**config.mk**
```make
export PLATFORM = sky130hd
export DESIGN_NAME = lkm_lock_match
export DESIGN_NICKNAME = d
export VERILOG_FILES = /design/src/lkm_pkg.sv /design/src/lkm_if.sv /design/src/lkm_lock_match.sv /design/src/lkm_sec_timer.sv /design/src/lkm_hold_track.sv
export SDC_FILE = /design/constraint.sdc
export NUM_CORES = 1
export LEC_CHECK = 0
export ABC_AREA = 1
export BUFFER_PORTS_ARGS = -buffer_cell sky130_fd_sc_hd__buf_2
export CAP_MARGIN = 20
export CORE_ASPECT_RATIO = 1.2
export CORE_UTILIZATION = 40
export DETAILED_ROUTE_END_ITERATION = 10
export GPL_TIMING_DRIVEN = 0
export PLACE_DENSITY = 0.54
export SLEW_MARGIN = 15
export SYNTH_ARGS = -nofsm -noshare
export SYNTH_HDL_FRONTEND = slang
export SYNTH_SLANG_ARGS = --single-unit
```
**constraint.sdc**
```tcl
create_clock -name i_clk_sys -period 1.8 [get_ports i_clk_sys]
set_clock_uncertainty 0.05 [all_clocks]
set_input_delay 0.09 -clock i_clk_sys [delete_from_list [all_inputs] [get_ports i_clk_sys]]
set_output_delay 0.09 -clock i_clk_sys [all_outputs]
set_load 0.02 [all_outputs]
```
**src/lkm_pkg.sv**
```systemverilog
// shared constants, types and helpers of the keypad lock and reset matcher
package lkm_pkg;

    // register offsets on the device register port
    localparam logic [7:0] ADDR_FIRST_UNLOCK  = 8'h33;
    localparam logic [7:0] ADDR_SECOND_UNLOCK = 8'h34;
    localparam logic [7:0] ADDR_LOCK_EVENT    = 8'h35;
    localparam logic [7:0] ADDR_LOCK_TIMING   = 8'h36;
    localparam logic [7:0] ADDR_LOCK_CFG      = 8'h37;
    localparam logic [7:0] ADDR_RESET_ONE     = 8'h38;
    localparam logic [7:0] ADDR_RESET_TWO     = 8'h39;

    // reset values of the registers
    localparam logic [7:0] RST_EVENT_REG  = 8'h00;
    localparam logic [7:0] RST_TIMING_REG = 8'h00;
    localparam logic       RST_LOCK_EN    = 1'b0;

    // field positions
    localparam int LOCK_EN_BIT = 0;
    localparam int MASK_LSB    = 3;
    localparam int MASK_W      = 5;
    localparam int UNLOCK_LSB  = 0;
    localparam int UNLOCK_W    = 3;

    // timer unit and the derived cycle count at 50 MHz
    localparam int unsigned TIMER_UNIT_S = 1;
    localparam int unsigned CLK_HZ       = 50000000;
    localparam int unsigned SEC_CYCLES   = TIMER_UNIT_S * CLK_HZ;
    localparam int          SUB_W        = 26;

    typedef logic [6:0] lkm_code_t;

    // event register: polarity in bit 7, code in bits 6..0
    typedef struct packed {
        logic      pol;
        lkm_code_t code;
    } lkm_evreg_s;

    typedef enum logic [1:0] {LKM_OPEN, LKM_LOCKED, LKM_HALF} lkm_lock_e;

    // an event matches a register when code and state agree, code nonzero
    function automatic logic lkm_match(input lkm_evreg_s r,
                                       input logic       valid,
                                       input lkm_code_t  code,
                                       input logic       state);
        lkm_match = valid && (r.code != 7'h00) && (r.code == code)
                    && (r.pol == state);
    endfunction

    // a reset slot takes part only when its code is nonzero
    function automatic logic lkm_slot_on(input lkm_evreg_s r);
        lkm_slot_on = (r.code != 7'h00);
    endfunction

endpackage

```
**src/lkm_if.sv**
```systemverilog
// carriers between the matcher and its timer and hold tracker modules
`timescale 1ns/10ps
`default_nettype none

// event stream as logged to the event fifo
interface lkm_evt_if;
    logic             valid;
    lkm_pkg::lkm_code_t code;
    logic             state;
    modport src (output valid, code, state);
    modport dst (input valid, code, state);
endinterface

// control and status of one seconds timer
interface lkm_tmr_if;
    logic       load;
    logic [4:0] secs;
    logic       stop;
    logic       running;
    logic       expired;
    modport ctl (output load, secs, stop, input running, expired);
    modport tmr (input load, secs, stop, output running, expired);
endinterface

`default_nettype wire

```
**src/lkm_lock_match.sv**
```systemverilog
// keypad lock, unlock, interrupt mask and reset event matching
//
// Functional notes
// - Holds first unlock code; its event starts unlocking once locking is enabled.
// - Holds second unlock code; seen after the first, it unlocks the keypad.
// - Bit 7 of the second unlock register selects press for key events.
// - State bit 1 matches active, 0 inactive transitions of fifo events.
// - Lock code event locks the keypad and sets the lock flag.
// - Bit 7 of the lock event register selects the matched state.
// - Locked with mask time set: one event interrupts, then mask starts.
// - While the mask runs no event interrupts, until expiry or unlock.
// - Unlock window 1 to 7 seconds after first unlock event; 0 disables.
// - Window timeout or any other event returns keypad to full lock.
// - Lock configuration bit 0 enables locking; bits 7 to 1 reserved.
// - Reset event codes qualify the primary reset output.
// - A reset code register holding zero takes no part.
// - Reset fires only when all enabled reset events are held together.
// - Bit 7 of first reset register selects press or active level.
// - Second reset register holds another code and level, same meaning.
`timescale 1ns/10ps
`default_nettype none

module lkm_lock_match
#(
    parameter int unsigned P_SEC_CYCLES = lkm_pkg::SEC_CYCLES
)(
    input  wire logic               i_clk_sys,     // 50 MHz clock
    input  wire logic               i_reset_n,     // sync reset, low
    input  wire logic               i_reg_wr,      // register write strobe
    input  wire logic [7:0]         i_reg_addr,    // register offset
    input  wire logic [7:0]         i_reg_wdata,   // register write data
    output logic      [7:0]         o_reg_rdata,   // registered read data
    input  wire logic               i_evt_valid,   // event logged pulse
    input  wire lkm_pkg::lkm_code_t i_evt_code,    // event identifier
    input  wire logic               i_evt_state,   // 1 press or active
    input  wire logic               i_lock_int_clr,// clear lock flag
    output logic                    o_evt_int,     // event interrupt pulse
    output logic                    o_lock_int,    // sticky lock flag
    output logic                    o_locked,      // keypad locked
    output logic                    o_primary_reset_output // reset request
);
    import lkm_pkg::*;

    typedef struct packed {
        lkm_evreg_s first_unlock_code;
        lkm_evreg_s second_unlock_code;
        lkm_evreg_s lock_trigger_code;
        logic [7:0] timing;
        logic       lock_en;
        lkm_evreg_s primary_reset_code_one;
        lkm_evreg_s primary_reset_code_two;
        lkm_lock_e  lock_st;
        logic       locked;
        logic       lock_int;
        logic       evt_int;
        logic       rst_out;
        logic [7:0] rdata;
    } lkm_state_s;

    lkm_state_s st_reg;
    lkm_state_s st_next;

    lkm_evt_if evt ();
    lkm_tmr_if mask_tmr ();
    lkm_tmr_if unl_tmr ();

    logic       held_one;
    logic       held_two;
    logic       m_lock;
    logic       m_first;
    logic       m_second;
    logic       gate_open;
    logic [4:0] mask_secs;
    logic [2:0] unl_secs;
    logic       rst_all;

    // event stream into the shared carrier
    assign evt.valid = i_evt_valid;
    assign evt.code  = i_evt_code;
    assign evt.state = i_evt_state;

    // timing fields
    assign mask_secs = st_reg.timing[MASK_LSB +: MASK_W];
    assign unl_secs  = st_reg.timing[UNLOCK_LSB +: UNLOCK_W];

    // code compares against the fifo identifiers
    assign m_lock   = lkm_match(st_reg.lock_trigger_code, i_evt_valid,
                                i_evt_code, i_evt_state);
    assign m_first  = lkm_match(st_reg.first_unlock_code, i_evt_valid,
                                i_evt_code, i_evt_state);
    assign m_second = lkm_match(st_reg.second_unlock_code, i_evt_valid,
                                i_evt_code, i_evt_state);

    // one interrupt may pass while locked when the mask is armed and idle
    assign gate_open = (mask_secs != 5'h00) && !mask_tmr.running;

    // all enabled reset slots held at once, at least one enabled
    assign rst_all = (lkm_slot_on(st_reg.primary_reset_code_one)
                      || lkm_slot_on(st_reg.primary_reset_code_two))
                     && (!lkm_slot_on(st_reg.primary_reset_code_one)
                         || held_one)
                     && (!lkm_slot_on(st_reg.primary_reset_code_two)
                         || held_two);

    lkm_sec_timer #(
        .P_SEC_CYCLES (P_SEC_CYCLES)
    ) u_mask_timer (
        .i_clk_sys (i_clk_sys),
        .i_reset_n (i_reset_n),
        .tmr       (mask_tmr.tmr)
    );

    lkm_sec_timer #(
        .P_SEC_CYCLES (P_SEC_CYCLES)
    ) u_unlock_timer (
        .i_clk_sys (i_clk_sys),
        .i_reset_n (i_reset_n),
        .tmr       (unl_tmr.tmr)
    );

    lkm_hold_track u_hold_one (
        .i_clk_sys (i_clk_sys),
        .i_reset_n (i_reset_n),
        .i_cfg     (st_reg.primary_reset_code_one),
        .evt       (evt.dst),
        .o_held    (held_one)
    );

    lkm_hold_track u_hold_two (
        .i_clk_sys (i_clk_sys),
        .i_reset_n (i_reset_n),
        .i_cfg     (st_reg.primary_reset_code_two),
        .evt       (evt.dst),
        .o_held    (held_two)
    );

    // register writes, lock sequence, mask gate and read mux
    always_comb
    begin
        st_next = st_reg;
        st_next.evt_int = 1'b0;
        mask_tmr.load = 1'b0;
        mask_tmr.secs = mask_secs;
        mask_tmr.stop = 1'b0;
        unl_tmr.load = 1'b0;
        unl_tmr.secs = {2'b00, unl_secs};
        unl_tmr.stop = 1'b0;

        // lock sequence
        unique case (st_reg.lock_st)
            LKM_OPEN:
            begin
                st_next.evt_int = i_evt_valid;
                if (st_reg.lock_en && m_lock)
                    st_next.lock_st = LKM_LOCKED;
            end
            LKM_LOCKED:
            begin
                if (i_evt_valid && gate_open)
                begin
                    st_next.evt_int = 1'b1;
                    mask_tmr.load = 1'b1;
                end
                if (m_first)
                begin
                    st_next.lock_st = LKM_HALF;
                    unl_tmr.load = 1'b1;
                end
            end
            LKM_HALF:
            begin
                if (i_evt_valid && gate_open && !m_second)
                begin
                    st_next.evt_int = 1'b1;
                    mask_tmr.load = 1'b1;
                end
                if (m_second)
                begin
                    st_next.lock_st = LKM_OPEN;
                    mask_tmr.stop = 1'b1;
                    unl_tmr.stop = 1'b1;
                end
                else if (i_evt_valid || unl_tmr.expired)
                begin
                    st_next.lock_st = LKM_LOCKED;
                    unl_tmr.stop = 1'b1;
                end
            end
        endcase

        // register writes
        if (i_reg_wr)
        begin
            case (i_reg_addr)
                ADDR_FIRST_UNLOCK:  st_next.first_unlock_code = i_reg_wdata;
                ADDR_SECOND_UNLOCK: st_next.second_unlock_code = i_reg_wdata;
                ADDR_LOCK_EVENT:    st_next.lock_trigger_code = i_reg_wdata;
                ADDR_LOCK_TIMING:   st_next.timing = i_reg_wdata;
                ADDR_LOCK_CFG:
                    st_next.lock_en = i_reg_wdata[LOCK_EN_BIT];
                ADDR_RESET_ONE:
                    st_next.primary_reset_code_one = i_reg_wdata;
                ADDR_RESET_TWO:
                    st_next.primary_reset_code_two = i_reg_wdata;
                default: ;
            endcase
        end

        // enabling locks at once; disabling opens and stops the timers
        if (!st_reg.lock_en && st_next.lock_en)
            st_next.lock_st = LKM_LOCKED;
        if (!st_next.lock_en)
        begin
            st_next.lock_st = LKM_OPEN;
            mask_tmr.stop = 1'b1;
            unl_tmr.stop = 1'b1;
        end
        st_next.locked = (st_next.lock_st != LKM_OPEN);

        // sticky lock flag, set wins over clear
        if (i_lock_int_clr)
            st_next.lock_int = 1'b0;
        if (st_reg.lock_st == LKM_OPEN && st_reg.lock_en && m_lock)
            st_next.lock_int = 1'b1;

        st_next.rst_out = rst_all;

        // read mux, reserved bits and unmapped offsets read zero
        case (i_reg_addr)
            ADDR_FIRST_UNLOCK:  st_next.rdata = st_reg.first_unlock_code;
            ADDR_SECOND_UNLOCK: st_next.rdata = st_reg.second_unlock_code;
            ADDR_LOCK_EVENT:    st_next.rdata = st_reg.lock_trigger_code;
            ADDR_LOCK_TIMING:   st_next.rdata = st_reg.timing;
            ADDR_LOCK_CFG:      st_next.rdata = {7'h00, st_reg.lock_en};
            ADDR_RESET_ONE:
                st_next.rdata = st_reg.primary_reset_code_one;
            ADDR_RESET_TWO:
                st_next.rdata = st_reg.primary_reset_code_two;
            default:            st_next.rdata = 8'h00;
        endcase
    end

    // state register
    always_ff @(posedge i_clk_sys)
    begin
        if (!i_reset_n)
        begin
            st_reg <= '0;
            st_reg.first_unlock_code <= RST_EVENT_REG;
            st_reg.second_unlock_code <= RST_EVENT_REG;
            st_reg.lock_trigger_code <= RST_EVENT_REG;
            st_reg.timing <= RST_TIMING_REG;
            st_reg.lock_en <= RST_LOCK_EN;
            st_reg.primary_reset_code_one <= RST_EVENT_REG;
            st_reg.primary_reset_code_two <= RST_EVENT_REG;
            st_reg.lock_st <= LKM_OPEN;
        end
        else
            st_reg <= st_next;
    end

    // outputs straight from the state register
    assign o_reg_rdata = st_reg.rdata;
    assign o_evt_int = st_reg.evt_int;
    assign o_lock_int = st_reg.lock_int;
    assign o_locked = st_reg.locked;
    assign o_primary_reset_output = st_reg.rst_out;
endmodule

`default_nettype wire

```
**src/lkm_sec_timer.sv**
```systemverilog
// seconds down-counter with its own cycle prescaler
`timescale 1ns/10ps
`default_nettype none

module lkm_sec_timer
    import lkm_pkg::*;
#(
    parameter int unsigned P_SEC_CYCLES = lkm_pkg::SEC_CYCLES
)(
    input  wire logic  i_clk_sys, // system clock
    input  wire logic  i_reset_n, // synchronous reset, active low
    lkm_tmr_if.tmr     tmr        // load, stop and status
);
    typedef struct packed {
        logic [SUB_W-1:0] sub;
        logic [4:0]       secs;
        logic             running;
        logic             expired;
    } lkm_tmr_s;

    lkm_tmr_s st_reg;
    lkm_tmr_s st_next;
    logic     sec_tick;

    // one-cycle enable at the end of each second of counting
    assign sec_tick = (st_reg.sub == SUB_W'(P_SEC_CYCLES - 1));

    // next state: load restarts, stop wins over counting
    always_comb
    begin
        st_next = st_reg;
        st_next.expired = 1'b0;
        if (st_reg.running)
        begin
            st_next.sub = sec_tick ? '0 : st_reg.sub + 1'b1;
            if (sec_tick)
            begin
                st_next.secs = st_reg.secs - 5'h01;
                if (st_reg.secs == 5'h01)
                begin
                    st_next.running = 1'b0;
                    st_next.expired = 1'b1;
                end
            end
        end
        if (tmr.load)
        begin
            st_next.sub = '0;
            st_next.secs = tmr.secs;
            st_next.running = (tmr.secs != 5'h00); // zero disables
            st_next.expired = 1'b0;
        end
        else if (tmr.stop)
        begin
            st_next.running = 1'b0;
            st_next.expired = 1'b0;
        end
    end

    // state register
    always_ff @(posedge i_clk_sys)
    begin
        if (!i_reset_n)
            st_reg <= '0;
        else
            st_reg <= st_next;
    end

    assign tmr.running = st_reg.running;
    assign tmr.expired = st_reg.expired;
endmodule

`default_nettype wire

```
**src/lkm_hold_track.sv**
```systemverilog
// remembers whether one reset event is currently held
`timescale 1ns/10ps
`default_nettype none

module lkm_hold_track
    import lkm_pkg::*;
(
    input  wire logic         i_clk_sys, // system clock
    input  wire logic         i_reset_n, // synchronous reset, active low
    input  wire lkm_evreg_s   i_cfg,     // reset event register
    lkm_evt_if.dst            evt,       // event stream
    output logic              o_held     // event is in its level now
);
    typedef struct packed {
        logic held;
    } lkm_hold_s;

    lkm_hold_s st_reg;
    lkm_hold_s st_next;

    // a matching code sets or clears the hold by its state
    always_comb
    begin
        st_next = st_reg;
        if (!lkm_slot_on(i_cfg))
            st_next.held = 1'b0;
        else if (evt.valid && (evt.code == i_cfg.code))
            st_next.held = (evt.state == i_cfg.pol);
    end

    // state register
    always_ff @(posedge i_clk_sys)
    begin
        if (!i_reset_n)
            st_reg <= '0;
        else
            st_reg <= st_next;
    end

    assign o_held = st_reg.held;

endmodule

`default_nettype wire

```
==> impl_metrics.py <==
metrics = {
    "detailed_routing": {
        "m1WireLength_mm": 9.25,
        "via_per_inst": 5.18,
        "firstDrtPassIters": 5,
        "routedWlPerCell_um": 16.3,
        "drtIter0Drc": 417,
        "drc_errors": 0,
        "finalWirelength_mm": 21.8,
        "ant_nets": 0,
        "top_layer": "met4",
        "vias": 6914,
        "wl_met3_um": 793,
        "wl_met2_mm": 11.0,
    },
    "timing": {
        "grt_setup_unrepaired": "true",
        "fin_ws_ps": 66.0,
        "max_freq_ghz": 0.577,
        "setup_viol": 0,
        "hold_slack_ps": 53.3,
        "slew_headroom_pct": 53.9,
        "hold_violations": 0,
        "report.final.slew_viol_count": 0,
        "tightestPinTransition_ps": 691,
        "min_period_over_period_pct": 96.3,
        "post-route-min-period_ps": 1730,
    },
    "finish": {
        "nFillCells": 1742,
        "register_area_um2": 2630,
        "utilization_pct": 51.8,
        "num_antenna_cells": 0,
        "multi_input_comb_area_um2": 4000,
        "largest_register_ffs": 46,
        "drive_above_1_share_pct": 19.6,
        "finalNetCount": 1145,
        "area_growth_pct": 25.8,
    },
    "worst_setup_path": {
        "crit_path_max_incr_delay_ps": 320,
        "critPathKind": "register to register",
        "crit_fanout": 5,
        "cp_cell_sequence": "nor2_1, nand3_1, nor2_2, nor2_1, nand2_1, nand2_2, nand2_4, nand2_4, buf_8, nand2_8, clkbuf_16, nor2_4",
        "crit_family": "simple AND/OR/NAND/NOR gates",
        "start_kind": "register",
        "cp_data_arrival_time_ps": 1990,
        "crit_required_ps": 2060,
        "cp_num_buf_inv": 2,
        "crit_path_top_delay_cell": "dfxtp_1",
        "cp-end-kind": "register",
    },
    "synthesis": {
        "synth_edf_count": 0,
        "synth_fp_nets": 1057,
        "synth_top_area_share_pct": 37.2,
        "seq_area_frac_synth_pct": 37.2,
        "ys_ff_latch": 130,
        "syn_avg_cell_area_um2": 6.86,
        "synth.area.top_cells": "dfxtp_1, nand2_1, nor2_1, inv_1, a21oi_1",
        "ys.flop_type": "dfxtp_1",
        "synthTopCellsByCount": "nand2_1, nor2_1, dfxtp_1",
        "yosysMostFrequentCell": "nand2_1",
        "async_flop_share_pct": 0,
        "synth_cells": 1019,
        "yosysWarnings": 0,
        "synth_area_um2": 6990,
        "synth_cell_types": 41,
        "yosysTopAreaCell": "dfxtp_1",
    },
    "power_and_ir_drop": {
        "vdd_drop_max_mv": 0.687,
        "combPwrFrac_pct": 4.9,
        "p_sw_mw": 1.60,
        "seqPwrFrac_pct": 39.8,
        "power.total_mw": 7.23,
        "intPower_mw": 5.63,
        "clkPwrFrac_pct": 55.2,
        "leakage_nw": 3.44,
        "pwr_density_cell_nw_per_um2": 822,
        "swShare_pct": 22.2,
    },
    "clocking": {
        "clk_latency_ps": 430,
        "clock_sinks": 130,
        "clockBufferDepth": 2,
        "clk_pin_slew_ps": 60,
        "cts_tree": "built",
        "cts_buffers": 17,
        "htree_levels": 4,
        "root_buffer": "clkbuf_16",
    },
    "hold_path": {
        "holdCritPathClass": "input port to register",
    },
    "grt": {
        "grt_max_degree": 17,
        "grt_usage_pct": 24.8,
        "antenna_found_initial": 0,
        "gr-total-overflow": 0,
        "grt_pass1_vias": 6538,
        "grt_pass1_wl_mm": 33.8,
    },
    "floorplanning": {
        "die_w_um": 123,
        "die_area_um2": 18000,
        "start_util_pct": 41.2,
        "fp.dieH_um": 147,
        "coreArea_um2": 17000,
        "pin_count": 41,
        "fp-row-count": 52,
    },
    "place": {
        "place.gp.congestion": 0.944,
        "port_buffers": 36,
        "pre_cts_ws_ps": -239,
        "hpwl_mm": 15.7,
    },
    "run_status": {
        "status": "finished clean",
    },
    "job": {
        "maxCapViolations": 0,
    },
}
==> per-stage QoR <==
step / cell area, µm² / instances / TNS (ps)
2_1_floorplan: 6990 / 1019 / 0
3_3_place_gp: 7440 / 1271 / -5200
3_5_place_dp: 7440 / 1271 / -4910
4_1_cts: 8360 / 1321 / -37.7
5_1_grt: 8790 / 1336 / -291
6_report: 8790 / 1336 / 0
==> cells in the final DEF (no fill, tap or decap), drive strengths merged, types with 2 or more instances in the layout <==
cell	count
nor3b	3
nand4	35
inv	133
clkinvlp	2
a31oi	2
a221oi	2
nor2	140
o211ai	4
nor3	38
dfxtp	130
dlygate4sd3	10
xor2	30
o22ai	9
clkbuf	33
clkinv	4
o21ai	68
bufinv	6
xnor2	15
a21oi	72
a211oi	13
buf	79
nor4	6
nand3	62
nand3b	4
ha	9
or2	2
nand2	204
==> per-layer routing <==
| metal | global-route usage, % | vias up |
|---|---|---|
| met5 | 0 | - |
| met4 | 11.0 | 0 |
| met3 | 4.70 | 40 |
| met2 | 42.7 | 138 |
| met1 | 29.6 | 3214 |
| li1 | - | 3522 |
==> power groups by stage <==
stage / clock network [mW] / logic, mW / registers [mW]
global placement: 0 / 0.308 / 2.95
global route: 4.18 / 0.383 / 2.88
detailed placement: 0 / 0.306 / 2.95
floorplan: 0 / 0.158 / 2.95
finish: 4.00 / 0.357 / 2.88
CTS: 4.05 / 0.334 / 2.88
==> cells by family after synthesis <==
kind of cell	synth area share [%]
and+or+nand+nor	31.8
DFF	37.2
buffers and inverters	10.1
adders and majority gates	1.61
xor gates and xnor gates	5.64
AOI/OAI and AO/OA	13.7
==> tightest hold or removal path, cell delays in order <==
cell and delay (ps):
buf_2 180, xor2_1 150, a211oi_1 80
==> area by class of cell <==
type                       instances  share of cell area [%]
multi-input combinational        723                    45.4
sequential                       130                    29.9
timing repair buffer              70                    5.63
inverter                         132                    5.63
clock buffer                      19                    5.04
tap                              216                    3.07
buffer                            33                    2.69
clock inverter                    13                    2.63
==> final timing paths <==
check | start | end | slack (ps) | cells past startpoint
hold / removal | i_evt_state | u_hold_two.o_held | 50 | 3
setup reg to reg | st_reg[49] | u_mask_timer.st_reg[9] | 70 | 12
hold reg to reg | u_mask_timer.st_reg[6] | u_mask_timer.st_reg[6] | 430 | 2
setup / recovery | st_reg[49] | u_mask_timer.st_reg[9] | 70 | 12
==> repair_timing <==
item                                    CTS  global route
resized for setup                        25            90
pin swaps                                 4            23
hold buffers                             10             0
endpoints found under the hold margin    13             0
gates cloned                              0             2
setup buffers                             8            14
endpoints found under the setup margin   42            59
(Power assumes the default switching activity.)
